==> config.mk <==
export PLATFORM = sky130hd
export DESIGN_NAME = iosd_io_space
export DESIGN_NICKNAME = d
export VERILOG_FILES = /design/src/iosd_addr_decode.v /design/src/iosd_io_space.v
export VERILOG_INCLUDE_DIRS = /design/src
export SDC_FILE = /design/constraint.sdc
export NUM_CORES = 1
export LEC_CHECK = 0
export ABC_AREA = 1
export BUFFER_PORTS_ARGS = -buffer_cell sky130_fd_sc_hd__buf_4
export CAP_MARGIN = 20
export CELL_PAD_IN_SITES_DETAIL_PLACEMENT = 1
export CELL_PAD_IN_SITES_GLOBAL_PLACEMENT = 1
export CORE_ASPECT_RATIO = 1.2
export CORE_MARGIN = 4
export CORE_UTILIZATION = 45
export DETAILED_ROUTE_END_ITERATION = 8
export GPL_ROUTABILITY_DRIVEN = 0
export PLACE_DENSITY_LB_ADDON = 0.25
export SYNTH_ARGS = -nofsm -noshare
export SYNTH_HDL_FRONTEND = slang
export SYNTH_SLANG_ARGS = --single-unit
export TNS_END_PERCENT = 5
==> constraint.sdc <==
create_clock -name core_clk -period 68.1 [get_ports core_clk]
set_input_delay 20.43 -clock core_clk [delete_from_list [all_inputs] [get_ports core_clk]]
set_output_delay 20.43 -clock core_clk [all_outputs]
set_load 0.02 [all_outputs]
==> src/iosd_map.vh <==
`ifndef IOSD_MAP_VH
`define IOSD_MAP_VH
// ----------------------------------------
// i/o space geometry
// ----------------------------------------
`define IOSD_IO_LAST        6'h3f
`define IOSD_BIT_LAST       6'h1f
`define IOSD_DATA_OFFSET    8'h20
`define IOSD_EXT_FIRST      8'h60
`define IOSD_EXT_LAST       8'hff
`define IOSD_IO_COUNT       64
// ----------------------------------------
// register offsets (i/o addresses)
// ----------------------------------------
`define IOSD_PORT_B_OUTPUT_LATCH_IN       6'h03
`define IOSD_PORT_B_OUTPUT_LATCH_DIR      6'h04
`define IOSD_PORT_B_OUTPUT_LATCH_OUT      6'h05
`define IOSD_PORT_C_OUTPUT_LATCH_IN       6'h06
`define IOSD_PORT_C_OUTPUT_LATCH_DIR      6'h07
`define IOSD_PORT_C_OUTPUT_LATCH_OUT      6'h08
`define IOSD_PORT_D_OUTPUT_LATCH_IN       6'h09
`define IOSD_PORT_D_OUTPUT_LATCH_DIR      6'h0a
`define IOSD_PORT_D_OUTPUT_LATCH_OUT      6'h0b
`define IOSD_T0_FLAGS       6'h15
`define IOSD_PC_FLAGS       6'h1b
`define IOSD_EXT_FLAGS      6'h1c
`define IOSD_EXT_MASK       6'h1d
`define IOSD_SCRATCH0       6'h1e
`define IOSD_NV_CTRL        6'h1f
`define IOSD_NV_DATA        6'h20
`define IOSD_NV_ADDR_LO     6'h21
`define IOSD_NV_ADDR_HI     6'h22
`define IOSD_PRESCALE_CTRL  6'h23
`define IOSD_T0_CTRL_A      6'h24
`define IOSD_T0_CTRL_B      6'h25
`define IOSD_T0_COUNT       6'h26
// ----------------------------------------
// implemented bit masks
// ----------------------------------------
`define IOSD_MASK_FULL      8'hff
`define IOSD_MASK_PORT_C_OUTPUT_LATCH     8'h7f
`define IOSD_MASK_T0_FLAGS  8'h07
`define IOSD_MASK_PC_FLAGS  8'h07
`define IOSD_MASK_EXT_FLAGS 8'h03
`define IOSD_MASK_EXT_MASK  8'h03
`define IOSD_MASK_NV_CTRL   8'h3f
`define IOSD_MASK_PRESCALE  8'h83
`define IOSD_MASK_T0_CTRL_B 8'hcf
`define IOSD_RESET_VALUE    8'h00
// ----------------------------------------
// access operation codes
// ----------------------------------------
`define IOSD_OP_NONE        3'h0
`define IOSD_OP_IN          3'h1
`define IOSD_OP_OUT         3'h2
`define IOSD_OP_LOAD        3'h3
`define IOSD_OP_STORE       3'h4
`define IOSD_OP_SETBIT      3'h5
`define IOSD_OP_CLRBIT      3'h6
`define IOSD_OP_TESTBIT     3'h7
`endif

==> src/iosd_addr_decode.v <==
`timescale 1ns/1ps
`include "iosd_map.vh"
// ----------------------------------------
// maps an access onto an i/o index
// ----------------------------------------
module iosd_addr_decode (
   // request
   input  wire [2:0] op,
   input  wire [7:0] addr,
   // decoded result
   output reg  [5:0] io_index,
   output reg        io_hit,
   output reg        ext_hit
);
   // port ops use the 6-bit field; data ops subtract the offset
   always @* begin
      io_index = 6'h00;
      io_hit   = 1'b0;
      ext_hit  = 1'b0;
      case (op)
         `IOSD_OP_IN, `IOSD_OP_OUT: begin
            io_index = addr[5:0];
            io_hit   = 1'b1;
         end
         `IOSD_OP_SETBIT, `IOSD_OP_CLRBIT, `IOSD_OP_TESTBIT: begin
            io_index = addr[5:0];
            io_hit   = (addr[5:0] <= `IOSD_BIT_LAST);
         end
         `IOSD_OP_LOAD, `IOSD_OP_STORE: begin
            if (addr >= `IOSD_EXT_FIRST) begin
               ext_hit = 1'b1;
            end else if (addr >= `IOSD_DATA_OFFSET) begin
               io_index = addr[5:0] - 6'h20;
               io_hit   = 1'b1;
            end
         end
         default: begin
            io_hit = 1'b0;
         end
      endcase
   end
endmodule // iosd_addr_decode

==> src/iosd_io_space.v <==
`timescale 1ns/1ps
`include "iosd_map.vh"
// Behaviour
// - bit set/clear only at 0x00-0x1F
// - skip instructions test one low-range bit
// - status flags clear on written one
// - bit instruction changes only addressed bit
// - port instructions use addresses 0x00-0x3F
// - data address is i/o address plus 0x20
// - extended region only by load/store
// - port field covers exactly 64 locations
module iosd_io_space (
   // clock and reset
   input  wire       core_clk,
   input  wire       reset,
   // access from the core
   input  wire [2:0] op,
   input  wire [7:0] addr,
   input  wire [7:0] wdata,
   input  wire [2:0] bit_sel,
   output reg  [7:0] rdata,
   output reg        bit_value,
   output wire       ext_access,
   // peripheral pins and events
   input  wire [7:0] port_b_pins,
   input  wire [6:0] port_c_pins,
   input  wire [7:0] port_d_pins,
   input  wire [2:0] timer0_event_set,
   input  wire [2:0] pin_change_set,
   input  wire [1:0] external_irq_set,
   // register contents to peripherals
   output wire [7:0] port_b_dir,
   output wire [7:0] port_b_out,
   output wire [6:0] port_c_dir,
   output wire [6:0] port_c_out,
   output wire [7:0] port_d_dir,
   output wire [7:0] port_d_out,
   output wire [2:0] timer0_flags,
   output wire [2:0] pin_flags,
   output wire [1:0] ext_flags,
   output wire [1:0] ext_mask
);
   // ----------------------------------------
   // storage
   // ----------------------------------------
   reg  [7:0] regs [0:`IOSD_IO_COUNT-1];
   reg  [7:0] sync_b1;
   reg  [7:0] sync_b2;
   reg  [6:0] sync_c1;
   reg  [6:0] sync_c2;
   reg  [7:0] sync_d1;
   reg  [7:0] sync_d2;
   wire [5:0] io_index;
   wire       io_hit;
   wire       ext_hit;
   reg  [7:0] cur;
   reg  [7:0] next_val;
   reg  [7:0] clear_ones;
   reg        do_write;
   integer    i;

   // implemented bits of each location; zero marks unused
   function [7:0] impl_mask;
      input [5:0] idx;
      begin
         case (idx)
            `IOSD_PORT_B_OUTPUT_LATCH_IN, `IOSD_PORT_B_OUTPUT_LATCH_DIR, `IOSD_PORT_B_OUTPUT_LATCH_OUT,
            `IOSD_PORT_D_OUTPUT_LATCH_IN, `IOSD_PORT_D_OUTPUT_LATCH_DIR, `IOSD_PORT_D_OUTPUT_LATCH_OUT,
            `IOSD_SCRATCH0, `IOSD_NV_DATA, `IOSD_NV_ADDR_LO,
            `IOSD_NV_ADDR_HI, `IOSD_T0_CTRL_A, `IOSD_T0_COUNT:
               impl_mask = `IOSD_MASK_FULL;
            `IOSD_PORT_C_OUTPUT_LATCH_IN, `IOSD_PORT_C_OUTPUT_LATCH_DIR, `IOSD_PORT_C_OUTPUT_LATCH_OUT:
               impl_mask = `IOSD_MASK_PORT_C_OUTPUT_LATCH;
            `IOSD_T0_FLAGS:      impl_mask = `IOSD_MASK_T0_FLAGS;
            `IOSD_PC_FLAGS:      impl_mask = `IOSD_MASK_PC_FLAGS;
            `IOSD_EXT_FLAGS:     impl_mask = `IOSD_MASK_EXT_FLAGS;
            `IOSD_EXT_MASK:      impl_mask = `IOSD_MASK_EXT_MASK;
            `IOSD_NV_CTRL:       impl_mask = `IOSD_MASK_NV_CTRL;
            `IOSD_PRESCALE_CTRL: impl_mask = `IOSD_MASK_PRESCALE;
            `IOSD_T0_CTRL_B:     impl_mask = `IOSD_MASK_T0_CTRL_B;
            default:             impl_mask = 8'h00;
         endcase
      end
   endfunction

   // write-one-to-clear locations
   function is_w1c;
      input [5:0] idx;
      begin
         is_w1c = (idx == `IOSD_T0_FLAGS) || (idx == `IOSD_PC_FLAGS) ||
                  (idx == `IOSD_EXT_FLAGS);
      end
   endfunction

   // pin-level locations are read only
   function is_pin;
      input [5:0] idx;
      begin
         is_pin = (idx == `IOSD_PORT_B_OUTPUT_LATCH_IN) || (idx == `IOSD_PORT_C_OUTPUT_LATCH_IN) ||
                  (idx == `IOSD_PORT_D_OUTPUT_LATCH_IN);
      end
   endfunction

   // ----------------------------------------
   // address decode
   // ----------------------------------------
   iosd_addr_decode u_decode (
      .op       (op),
      .addr     (addr),
      .io_index (io_index),
      .io_hit   (io_hit),
      .ext_hit  (ext_hit)
   );

   assign ext_access = ext_hit;   // extended region handled outside

   // ----------------------------------------
   // pin synchronisers
   // ----------------------------------------
   always @(posedge core_clk or posedge reset) begin
      if (reset) begin
         sync_b1 <= 8'h00;
         sync_b2 <= 8'h00;
         sync_c1 <= 7'h00;
         sync_c2 <= 7'h00;
         sync_d1 <= 8'h00;
         sync_d2 <= 8'h00;
      end else begin
         sync_b1 <= port_b_pins;
         sync_b2 <= sync_b1;
         sync_c1 <= port_c_pins;
         sync_c2 <= sync_c1;
         sync_d1 <= port_d_pins;
         sync_d2 <= sync_d1;
      end
   end

   // ----------------------------------------
   // read and write value computation
   // ----------------------------------------
   // stored value, or synchronised pins for input locations
   always @* begin
      case (io_index)
         `IOSD_PORT_B_OUTPUT_LATCH_IN: cur = sync_b2;
         `IOSD_PORT_C_OUTPUT_LATCH_IN: cur = {1'b0, sync_c2};
         `IOSD_PORT_D_OUTPUT_LATCH_IN: cur = sync_d2;
         default:        cur = regs[io_index];
      endcase
   end

   // next value and the ones to clear in flag registers
   always @* begin
      next_val   = regs[io_index];
      clear_ones = 8'h00;
      do_write   = 1'b0;
      if (io_hit && !is_pin(io_index) && impl_mask(io_index) != 8'h00) begin
         case (op)
            `IOSD_OP_OUT, `IOSD_OP_STORE: begin
               do_write = 1'b1;
               if (is_w1c(io_index))
                  clear_ones = wdata & impl_mask(io_index);
               else
                  next_val = wdata & impl_mask(io_index);
            end
            `IOSD_OP_SETBIT: begin
               do_write = 1'b1;
               // flags: setting a bit writes one to that bit alone
               if (is_w1c(io_index))
                  clear_ones = (8'h01 << bit_sel) & impl_mask(io_index);
               else
                  next_val = (regs[io_index] | (8'h01 << bit_sel))
                             & impl_mask(io_index);
            end
            `IOSD_OP_CLRBIT: begin
               do_write = 1'b1;
               // flags: a zero write clears nothing
               if (!is_w1c(io_index))
                  next_val = regs[io_index] & ~(8'h01 << bit_sel);
            end
            default: begin
               do_write = 1'b0;
            end
         endcase
      end
   end

   // ----------------------------------------
   // register storage with event set priority
   // ----------------------------------------
   // a set arriving with a clear wins
   always @(posedge core_clk or posedge reset) begin
      if (reset) begin
         for (i = 0; i < `IOSD_IO_COUNT; i = i + 1)
            regs[i] <= `IOSD_RESET_VALUE;
      end else begin
         if (do_write && !is_w1c(io_index))
            regs[io_index] <= next_val;
         regs[`IOSD_T0_FLAGS] <= (regs[`IOSD_T0_FLAGS] &
            ~((io_index == `IOSD_T0_FLAGS) ? clear_ones : 8'h00)) |
            {5'h00, timer0_event_set};
         regs[`IOSD_PC_FLAGS] <= (regs[`IOSD_PC_FLAGS] &
            ~((io_index == `IOSD_PC_FLAGS) ? clear_ones : 8'h00)) |
            {5'h00, pin_change_set};
         regs[`IOSD_EXT_FLAGS] <= (regs[`IOSD_EXT_FLAGS] &
            ~((io_index == `IOSD_EXT_FLAGS) ? clear_ones : 8'h00)) |
            {6'h00, external_irq_set};
      end
   end

   // ----------------------------------------
   // read data and bit test
   // ----------------------------------------
   // read data registered one cycle after the request
   always @(posedge core_clk or posedge reset) begin
      if (reset) begin
         rdata     <= 8'h00;
         bit_value <= 1'b0;
      end else begin
         if (io_hit && (op == `IOSD_OP_IN || op == `IOSD_OP_LOAD))
            rdata <= cur & impl_mask(io_index);
         else
            rdata <= 8'h00;
         if (io_hit && op == `IOSD_OP_TESTBIT)
            bit_value <= |((cur & impl_mask(io_index)) & (8'h01 << bit_sel));
         else
            bit_value <= 1'b0;
      end
   end

   // ----------------------------------------
   // register contents to peripherals
   // ----------------------------------------
   assign port_b_dir   = regs[`IOSD_PORT_B_OUTPUT_LATCH_DIR];
   assign port_b_out   = regs[`IOSD_PORT_B_OUTPUT_LATCH_OUT];
   assign port_c_dir   = regs[`IOSD_PORT_C_OUTPUT_LATCH_DIR][6:0];
   assign port_c_out   = regs[`IOSD_PORT_C_OUTPUT_LATCH_OUT][6:0];
   assign port_d_dir   = regs[`IOSD_PORT_D_OUTPUT_LATCH_DIR];
   assign port_d_out   = regs[`IOSD_PORT_D_OUTPUT_LATCH_OUT];
   assign timer0_flags = regs[`IOSD_T0_FLAGS][2:0];
   assign pin_flags    = regs[`IOSD_PC_FLAGS][2:0];
   assign ext_flags    = regs[`IOSD_EXT_FLAGS][1:0];
   assign ext_mask     = regs[`IOSD_EXT_MASK][1:0];
endmodule // iosd_io_space

==> results_dict.tcl, run 1 <==
set metrics [dict create \
    run_status "finished, final reports clean" \
    p_per_area_nw_per_um2 28.04 \
    cp_data_arrival_time_ns 21.14 \
    clk_transition_reported_paths_ns 0.06 \
    timing.final.crit_period_ns 41.57 \
    grt_start_max_net_pins 115 \
    mappedNetlistNets 3338 \
    design.final.nets 2998 \
    area_growth_from_synthesis_to_final_layout_pct 6.680 \
    dpl_worst_slack_ns 26.53 \
    postLayoutSetupSlackWorst_ns 26.53 \
    grt_antenna_before_repair 0 \
    cell_types_occupying_the_most_area_after_synthesis "dfrtp_1 (56%), nand2_1 (20%), clkbuf_1 (6.5%), inv_1 (4.7%), nand3_1 (3.1%)" \
    synthesis.area_per_instance_um2 7.731 \
    power.ir.vdd_worst_v 0.00002107 \
    ant_nets 0 \
    cts-htree-levels 2 \
    grt_first_pass_wirelength_um 115800 \
    grt.total_usage_pct 24.35 \
    core_region_area_um2 55870 \
    critPathRequiredTime_ns 47.67 \
    filler_cell_count 6624 \
    drt-pass1-iter-count 6 \
    drt_iter0_markers 1205 \
    maxSlewHeadroom_pct 28.68 \
    dieHeight_um 268.2 \
    io_buffer_count 120 \
    synth_top_family_by_area "simple AND/OR/NAND/NOR gates" \
    layout_worst_path_cycle_share_pct 61.04 \
    total_power_w 0.0007592 \
    clock.fmax_mhz 24.05 \
    power_frac_seq_pct 46.4 \
    postCtsSetupRepairBufs 0 \
    p_sw_share_pct 27.12 \
    syn-instance-count 3283 \
    syn-cell-area_um2 25380 \
    cell_internal_pwr_w 0.0005533 \
    clock_power_share_pct 42.0 \
    synth-simple-area-share_pct 26.82 \
    detail_route.vias_per_cell 5.061 \
    route.vias.total 18790 \
    tritoncts.num_buffers 59 \
    io-pin-count 121 \
    clock_insertion_delay_worst_skew_ns 0.62 \
    netSwitchingPower_w 0.0002059 \
    post_route_cells_drive_above_1_share_pct 9.648 \
    synth_sequential_area_ratio_pct 55.91 \
    r2r_slack_ns 65.41 \
    place_inst 3606 \
    synth_largest_area_cell "dfrtp_1" \
    yosys_register_bits 567 \
    synth-compound-area-share_pct 3.264 \
    yosysWarnings 0 \
    power_leakage_nw 14.76 \
    worst_hold_path_type "register to register" \
    global_route.overflow_total 0 \
    tritoncts_clock_tree "yes" \
    hpwlAfterDp_um 47570 \
    tightest_pin_transition_ns 1.067 \
    startpoint_type "input pin" \
    setup-tns-final_ns 0 \
    die_width_um 224.8 \
    fin_skew_ns 0.01673 \
    die_area_um2 60280 \
    rsz0062_at_grt "false" \
    cts_hold_repair.buffers 0 \
    initial_core_util_pct 45.43 \
    synthXorXnorAreaFrac_pct 0 \
    end_kind "primary output" \
    report.final.slew_viol_count 0 \
    antennaDiodeCount 0 \
    rows 95 \
    synthesized_area_fraction_occupied_by_adder_cells_pct 0 \
    cts_buffer_depth 3 \
    cts.repair.resized 0 \
    multiInputGateArea_um2 7672 \
    setup_viol 0 \
    timing_worst_setup_path_type "input pin to primary output" \
    cap_viol_max_count 0 \
    via_count_of_the_first_global_routing_pass 20490 \
    unique_cell_type_count_in_the_yosys_netlist 32 \
    ctsRootBufferMaster "clkbuf_16" \
    synthMuxAreaShare_pct 0 \
    drt_drc_violations_left 0 \
    finalWirelength_um 72900 \
    clock_sinks 567 \
    routed_wirelength_normalized_by_instance_count_um 19.64 \
    hold_viol_final 0 \
    worst-path-max-fanout 7 \
    combinationalPowerShare_pct 11.5 \
    register_area_um2 14190 \
    synth_top_cell_area_share_pct 55.91 \
    final_cell_count_no_fill 3712 \
]
==> cell type report <==
type	instances	share of cell area (%)
clock buffer	86	6.465
clock inverter	17	0.5176
inverter	327	4.561
multi-input combinational	1839	28.34
sequential	567	52.41
tap	727	3.360
timing repair buffer	149	4.353
==> layout by cell type (no fill, tap or decap), types with 2 or more instances in the layout <==
cell,synthesis,layout
clkinv_2,0,13
bufinv_16,0,2
nand2_4,2,4
nor2_1,121,119
buf_16,0,3
inv_2,11,11
nand3b_1,5,5
a21oi_1,7,7
nand2_2,8,9
dfrtp_1,567,567
o211ai_1,39,39
nand3_1,158,158
nor2_4,3,5
o21ai_1,3,3
or2_2,4,4
o2111ai_1,10,10
clkbuf_16,0,61
nand4_1,24,24
nor3_4,2,2
nor2_2,9,9
clkinvlp_4,0,2
clkbuf_1,437,12
o21ai_0,70,70
clkbuf_8,0,13
buf_4,56,146
clkinv_1,1,2
nand2_1,1357,1354
inv_1,315,313
nor3_1,10,10
==> cells by family (layout without fill, tap and decap cells) <==
group | count (synthesis) | count (layout)
simple gates | 1704 | 1704
buf+inv | 877 | 579
flops | 567 | 567
compound gates | 135 | 135
==> cells in the mapped netlist <==
cell type,number
a21oi_1,7
a22o_1,1
buf_1,19
buf_2,37
buf_4,56
buf_6,1
clkbuf_1,437
clkinv_1,1
dfrtp_1,567
inv_1,315
inv_2,11
nand2_1,1357
nand2_2,8
nand2_4,2
nand3_1,158
nand3b_1,5
nand4_1,24
nor2_1,121
nor2_2,9
nor2_4,3
nor3_1,10
nor3_2,1
nor3_4,2
o2111ai_1,10
o211ai_1,39
o21ai_0,70
o21ai_1,3
o21ai_2,1
o22ai_1,1
o31ai_1,2
o32ai_1,1
or2_2,4
==> power groups by stage <==
stage / clock, W / sequential [W] / combinational [W]
2_1_floorplan: 0 / 0.000356 / 0.0000587
3_3_place_gp: 0 / 0.000358 / 0.0000852
3_5_place_dp: 0 / 0.000358 / 0.0000876
4_1_cts: 0.000326 / 0.000352 / 0.0000881
5_1_grt: 0.000341 / 0.000353 / 0.0000978
6_report: 0.000319 / 0.000352 / 0.0000877
==> registers in the layout (all words and copies together), names as in the netlist, 3 cells and up <==
| signal | flops |
|---|---|
| sync_b1 | 8 |
| port_d_out | 8 |
| sync_c1 | 7 |
| port_d_dir | 8 |
| timer0_flags | 3 |
| sync_d2 | 8 |
| port_b_dir | 8 |
| sync_d1 | 8 |
| sync_b2 | 8 |
| port_b_out | 8 |
| port_c_dir | 7 |
| rdata | 8 |
| sync_c2 | 7 |
| port_c_out | 7 |
| regs | 456 |
| pin_flags | 3 |
==> critical path: stages <==
cell and delay [ns]:
buf_4 0.14, nor2_1 0.15, nand2_1 0.09, a21oi_1 0.16, buf_4 0.17
==> final timing paths <==
check / start / cells after the start / end
max: op[0] / 5 / ext_access
min: sync_d1[6]$_DFF_PP0_ / 0 / sync_d2[6]$_DFF_PP0_
max reg2reg: port_b_out[7]$_DFFE_PP0P_ / 12 / regs[279]$_DFFE_PP0P_
min reg2reg: sync_d1[6]$_DFF_PP0_ / 0 / sync_d2[6]$_DFF_PP0_
max in group asynchronous: reset / 4 / regs[125]$_DFFE_PP0P_
min in group asynchronous: reset / 2 / regs[42]$_DFFE_PP0P_
==> stage by stage <==
step	hold WS (ns)	cell area [um2]	util, %
after detailed placement	0.3371	25100	44.93
after global routing	0.3613	27070	48.46
after CTS	0.3450	26990	48.32
after floorplan	0.3312	25380	-
after global placement	0.3360	25100	44.93
final	0.3453	27070	48.46
==> routing by layer <==
layer / share of wire (%) / vias up / track usage (%)
met4: 2.9 / 0 / 7.486
met1: 44 / 9437 / 33.17
met2: 49 / 378 / 41.21
met3: 4.0 / 124 / 2.950
li1: - / 8846 / -
met5: 0 / - / 0
Note: power is estimated with default switching activity, not from simulation.
==> run 2: changes to the inputs <==
- clock period: 68.1 -> 42.4 ns (I/O delays scaled with it)
==> run 2 against run 1 <==
Effect of this change: worst hold slack hardly changed; non-clock buffer count increased by 1; setup slack got worse by 10 ns; highest routed layer unchanged; critical path type unchanged; core utilization up 0.15 points; first-iteration DRC count increased by 13%; routed wire length down 0.50%; total power is 62% higher; critical endpoint unchanged; clock power grew 65%.
==> results_dict.tcl, run 2 (synthesized netlist as in run 1, its figures left out) <==
set metrics [dict create \
    rows 95 \
    cap_viol_max_count 0 \
    worst_hold_path_type "register to register" \
    layout_worst_path_cycle_share_pct 61.71 \
    cts-htree-levels 2 \
    die_width_um 224.8 \
    grt_antenna_before_repair 0 \
    post_route_cells_drive_above_1_share_pct 9.736 \
    clock_sinks 567 \
    grt_start_max_net_pins 121 \
    timing.rr.start "port_d_dir[1]$_DFFE_PP0P_" \
    place_inst 3607 \
    final_cell_count_no_fill 3716 \
    setup_viol 0 \
    cts.repair.resized 0 \
    r2r.worst_path.cells 14 \
    setup-tns-final_ns 0 \
    global_route.overflow_total 0 \
    route.vias.total 18700 \
    drt-pass1-iter-count 4 \
    top_register "regs" \
    cts_hold_repair.buffers 0 \
    core_region_area_um2 55870 \
    grt.total_usage_pct 24.02 \
    routed_wirelength_normalized_by_instance_count_um 19.52 \
    area_growth_from_synthesis_to_final_layout_pct 7.015 \
    ant_nets 0 \
    run_status "finished, final reports clean" \
    postCtsSetupRepairBufs 0 \
    tritoncts.num_buffers 59 \
    ctsRootBufferMaster "clkbuf_16" \
    finalWirelength_um 72530 \
    maxSlewHeadroom_pct 31.36 \
    r2r_end "port_d_dir[1]$_DFFE_PP0P_" \
    clk_transition_reported_paths_ns 0.06 \
    io-pin-count 121 \
    fin_skew_ns 0.02196 \
    timing_worst_setup_path_type "input pin to primary output" \
    filler_cell_count 6604 \
    crit_path_start "op[0]" \
    hold_ws_ns 0.3452 \
    detail_route.vias_per_cell 5.032 \
    io_buffer_count 120 \
    finish.instance_area_um2 27160 \
    clock_insertion_delay_worst_skew_ns 0.62 \
    cts_buffer_depth 3 \
    crit_end "ext_access" \
    design.final.nets 2999 \
    timing.final.crit_period_ns 26.17 \
    dieHeight_um 268.2 \
    power.ir.vdd_worst_v 0.00003883 \
    hold_viol_final 0 \
    p_per_area_nw_per_um2 45.39 \
    drt_drc_violations_left 0 \
    total_power_w 0.001233 \
    via_count_of_the_first_global_routing_pass 20190 \
    end_kind "primary output" \
    grt_first_pass_wirelength_um 114300 \
    tightest_pin_transition_ns 1.027 \
    layout_common_cells "nand2_1 (1,354), dfrtp_1 (567), inv_1 (313)" \
    clock.fmax_mhz 38.22 \
    worst-path-max-fanout 7 \
    tritoncts_clock_tree "yes" \
    drt_iter0_markers 1359 \
    layout_commonest_cell "nand2_1" \
    die_area_um2 60280 \
    rsz0062_at_grt "false" \
    r2r_slack_ns 39.66 \
    critPathRequiredTime_ns 29.68 \
    postPlaceCellArea_um2 25110 \
    power_leakage_nw 14.79 \
    startpoint_type "input pin" \
    initial_core_util_pct 45.43 \
    cp_data_arrival_time_ns 13.45 \
    hpwlAfterDp_um 47090 \
    antennaDiodeCount 0 \
    largest_reg_flops 456 \
    report.final.slew_viol_count 0 \
]
==> run 2: cell count changes in the layout (fill, tap and decap cells not counted), sizes merged <==
cell | previous run | this run
buf | 149 | 150
bufinv | 2 | 4
clkbuf | 86 | 87
clkinv | 15 | 12
clkinvlp | 2 | 3
inv | 325 | 327
==> run 2: cell type report <==
type / count / area (um2) / area share, %
Clock buffer: 87 / 1743 / 6.417
Multi-Input combinational cell: 1839 / 7672 / 28.25
Timing Repair Buffer: 150 / 1186 / 4.367
Sequential cell: 567 / 14190 / 52.24
Tap cell: 727 / 909.6 / 3.349
Inverter: 327 / 1235 / 4.547
Clock inverter: 19 / 225.2 / 0.8292
==> run 2: worst min path at each step <==
stage	start	to	slack [ns]	depth (start not counted)
2_1_floorplan	sync_b1[0]$_DFF_PP0_	sync_b2[0]$_DFF_PP0_	0.33	0
5_1_grt	sync_c1[6]$_DFF_PP0_	sync_c2[6]$_DFF_PP0_	0.35	0
3_5_place_dp	sync_c1[4]$_DFF_PP0_	sync_c2[4]$_DFF_PP0_	0.34	0
6_report	sync_d1[0]$_DFF_PP0_	sync_d2[0]$_DFF_PP0_	0.35	0
4_1_cts	sync_d1[0]$_DFF_PP0_	sync_d2[0]$_DFF_PP0_	0.35	0
3_3_place_gp	sync_d1[6]$_DFF_PP0_	sync_d2[6]$_DFF_PP0_	0.34	0
==> run 2: routing by layer <==
layer  up-vias  part of all wire (%)  global-route usage (%)
met2       408                    49                   40.76
met1      9303                    44                   32.46
met5         -                     0                       0
li1       8856                     -                       -
met4         0                   2.9                   6.823
met3       133                   4.2                   3.518
==> run 2: report_power, final <==
group          leakage [nW]  total, W  switching [W]  internal (W)
sequential             7.67  0.000566     0.00000964      0.000556
clock                 0.964  0.000525       0.000218      0.000308
combinational          6.16  0.000141       0.000104     0.0000369
==> run 2: metrics by stage <==
| stage | utilization (%) | setup slack (ns) |
|---|---|---|
| finish | 48.62 | 16.23 |
| detailed placement | 44.95 | 16.25 |
| CTS | 48.47 | 16.24 |
| floorplan | - | 13.82 |
| global route | 48.62 | 16.20 |
| global placement | 44.95 | 16.31 |
==> run 2: worst max-delay path, stage by stage <==
cell and delay [ns]:
buf_4 0.14, nor2_1 0.16, nand2_1 0.09, a21oi_1 0.16
buf_4 0.17
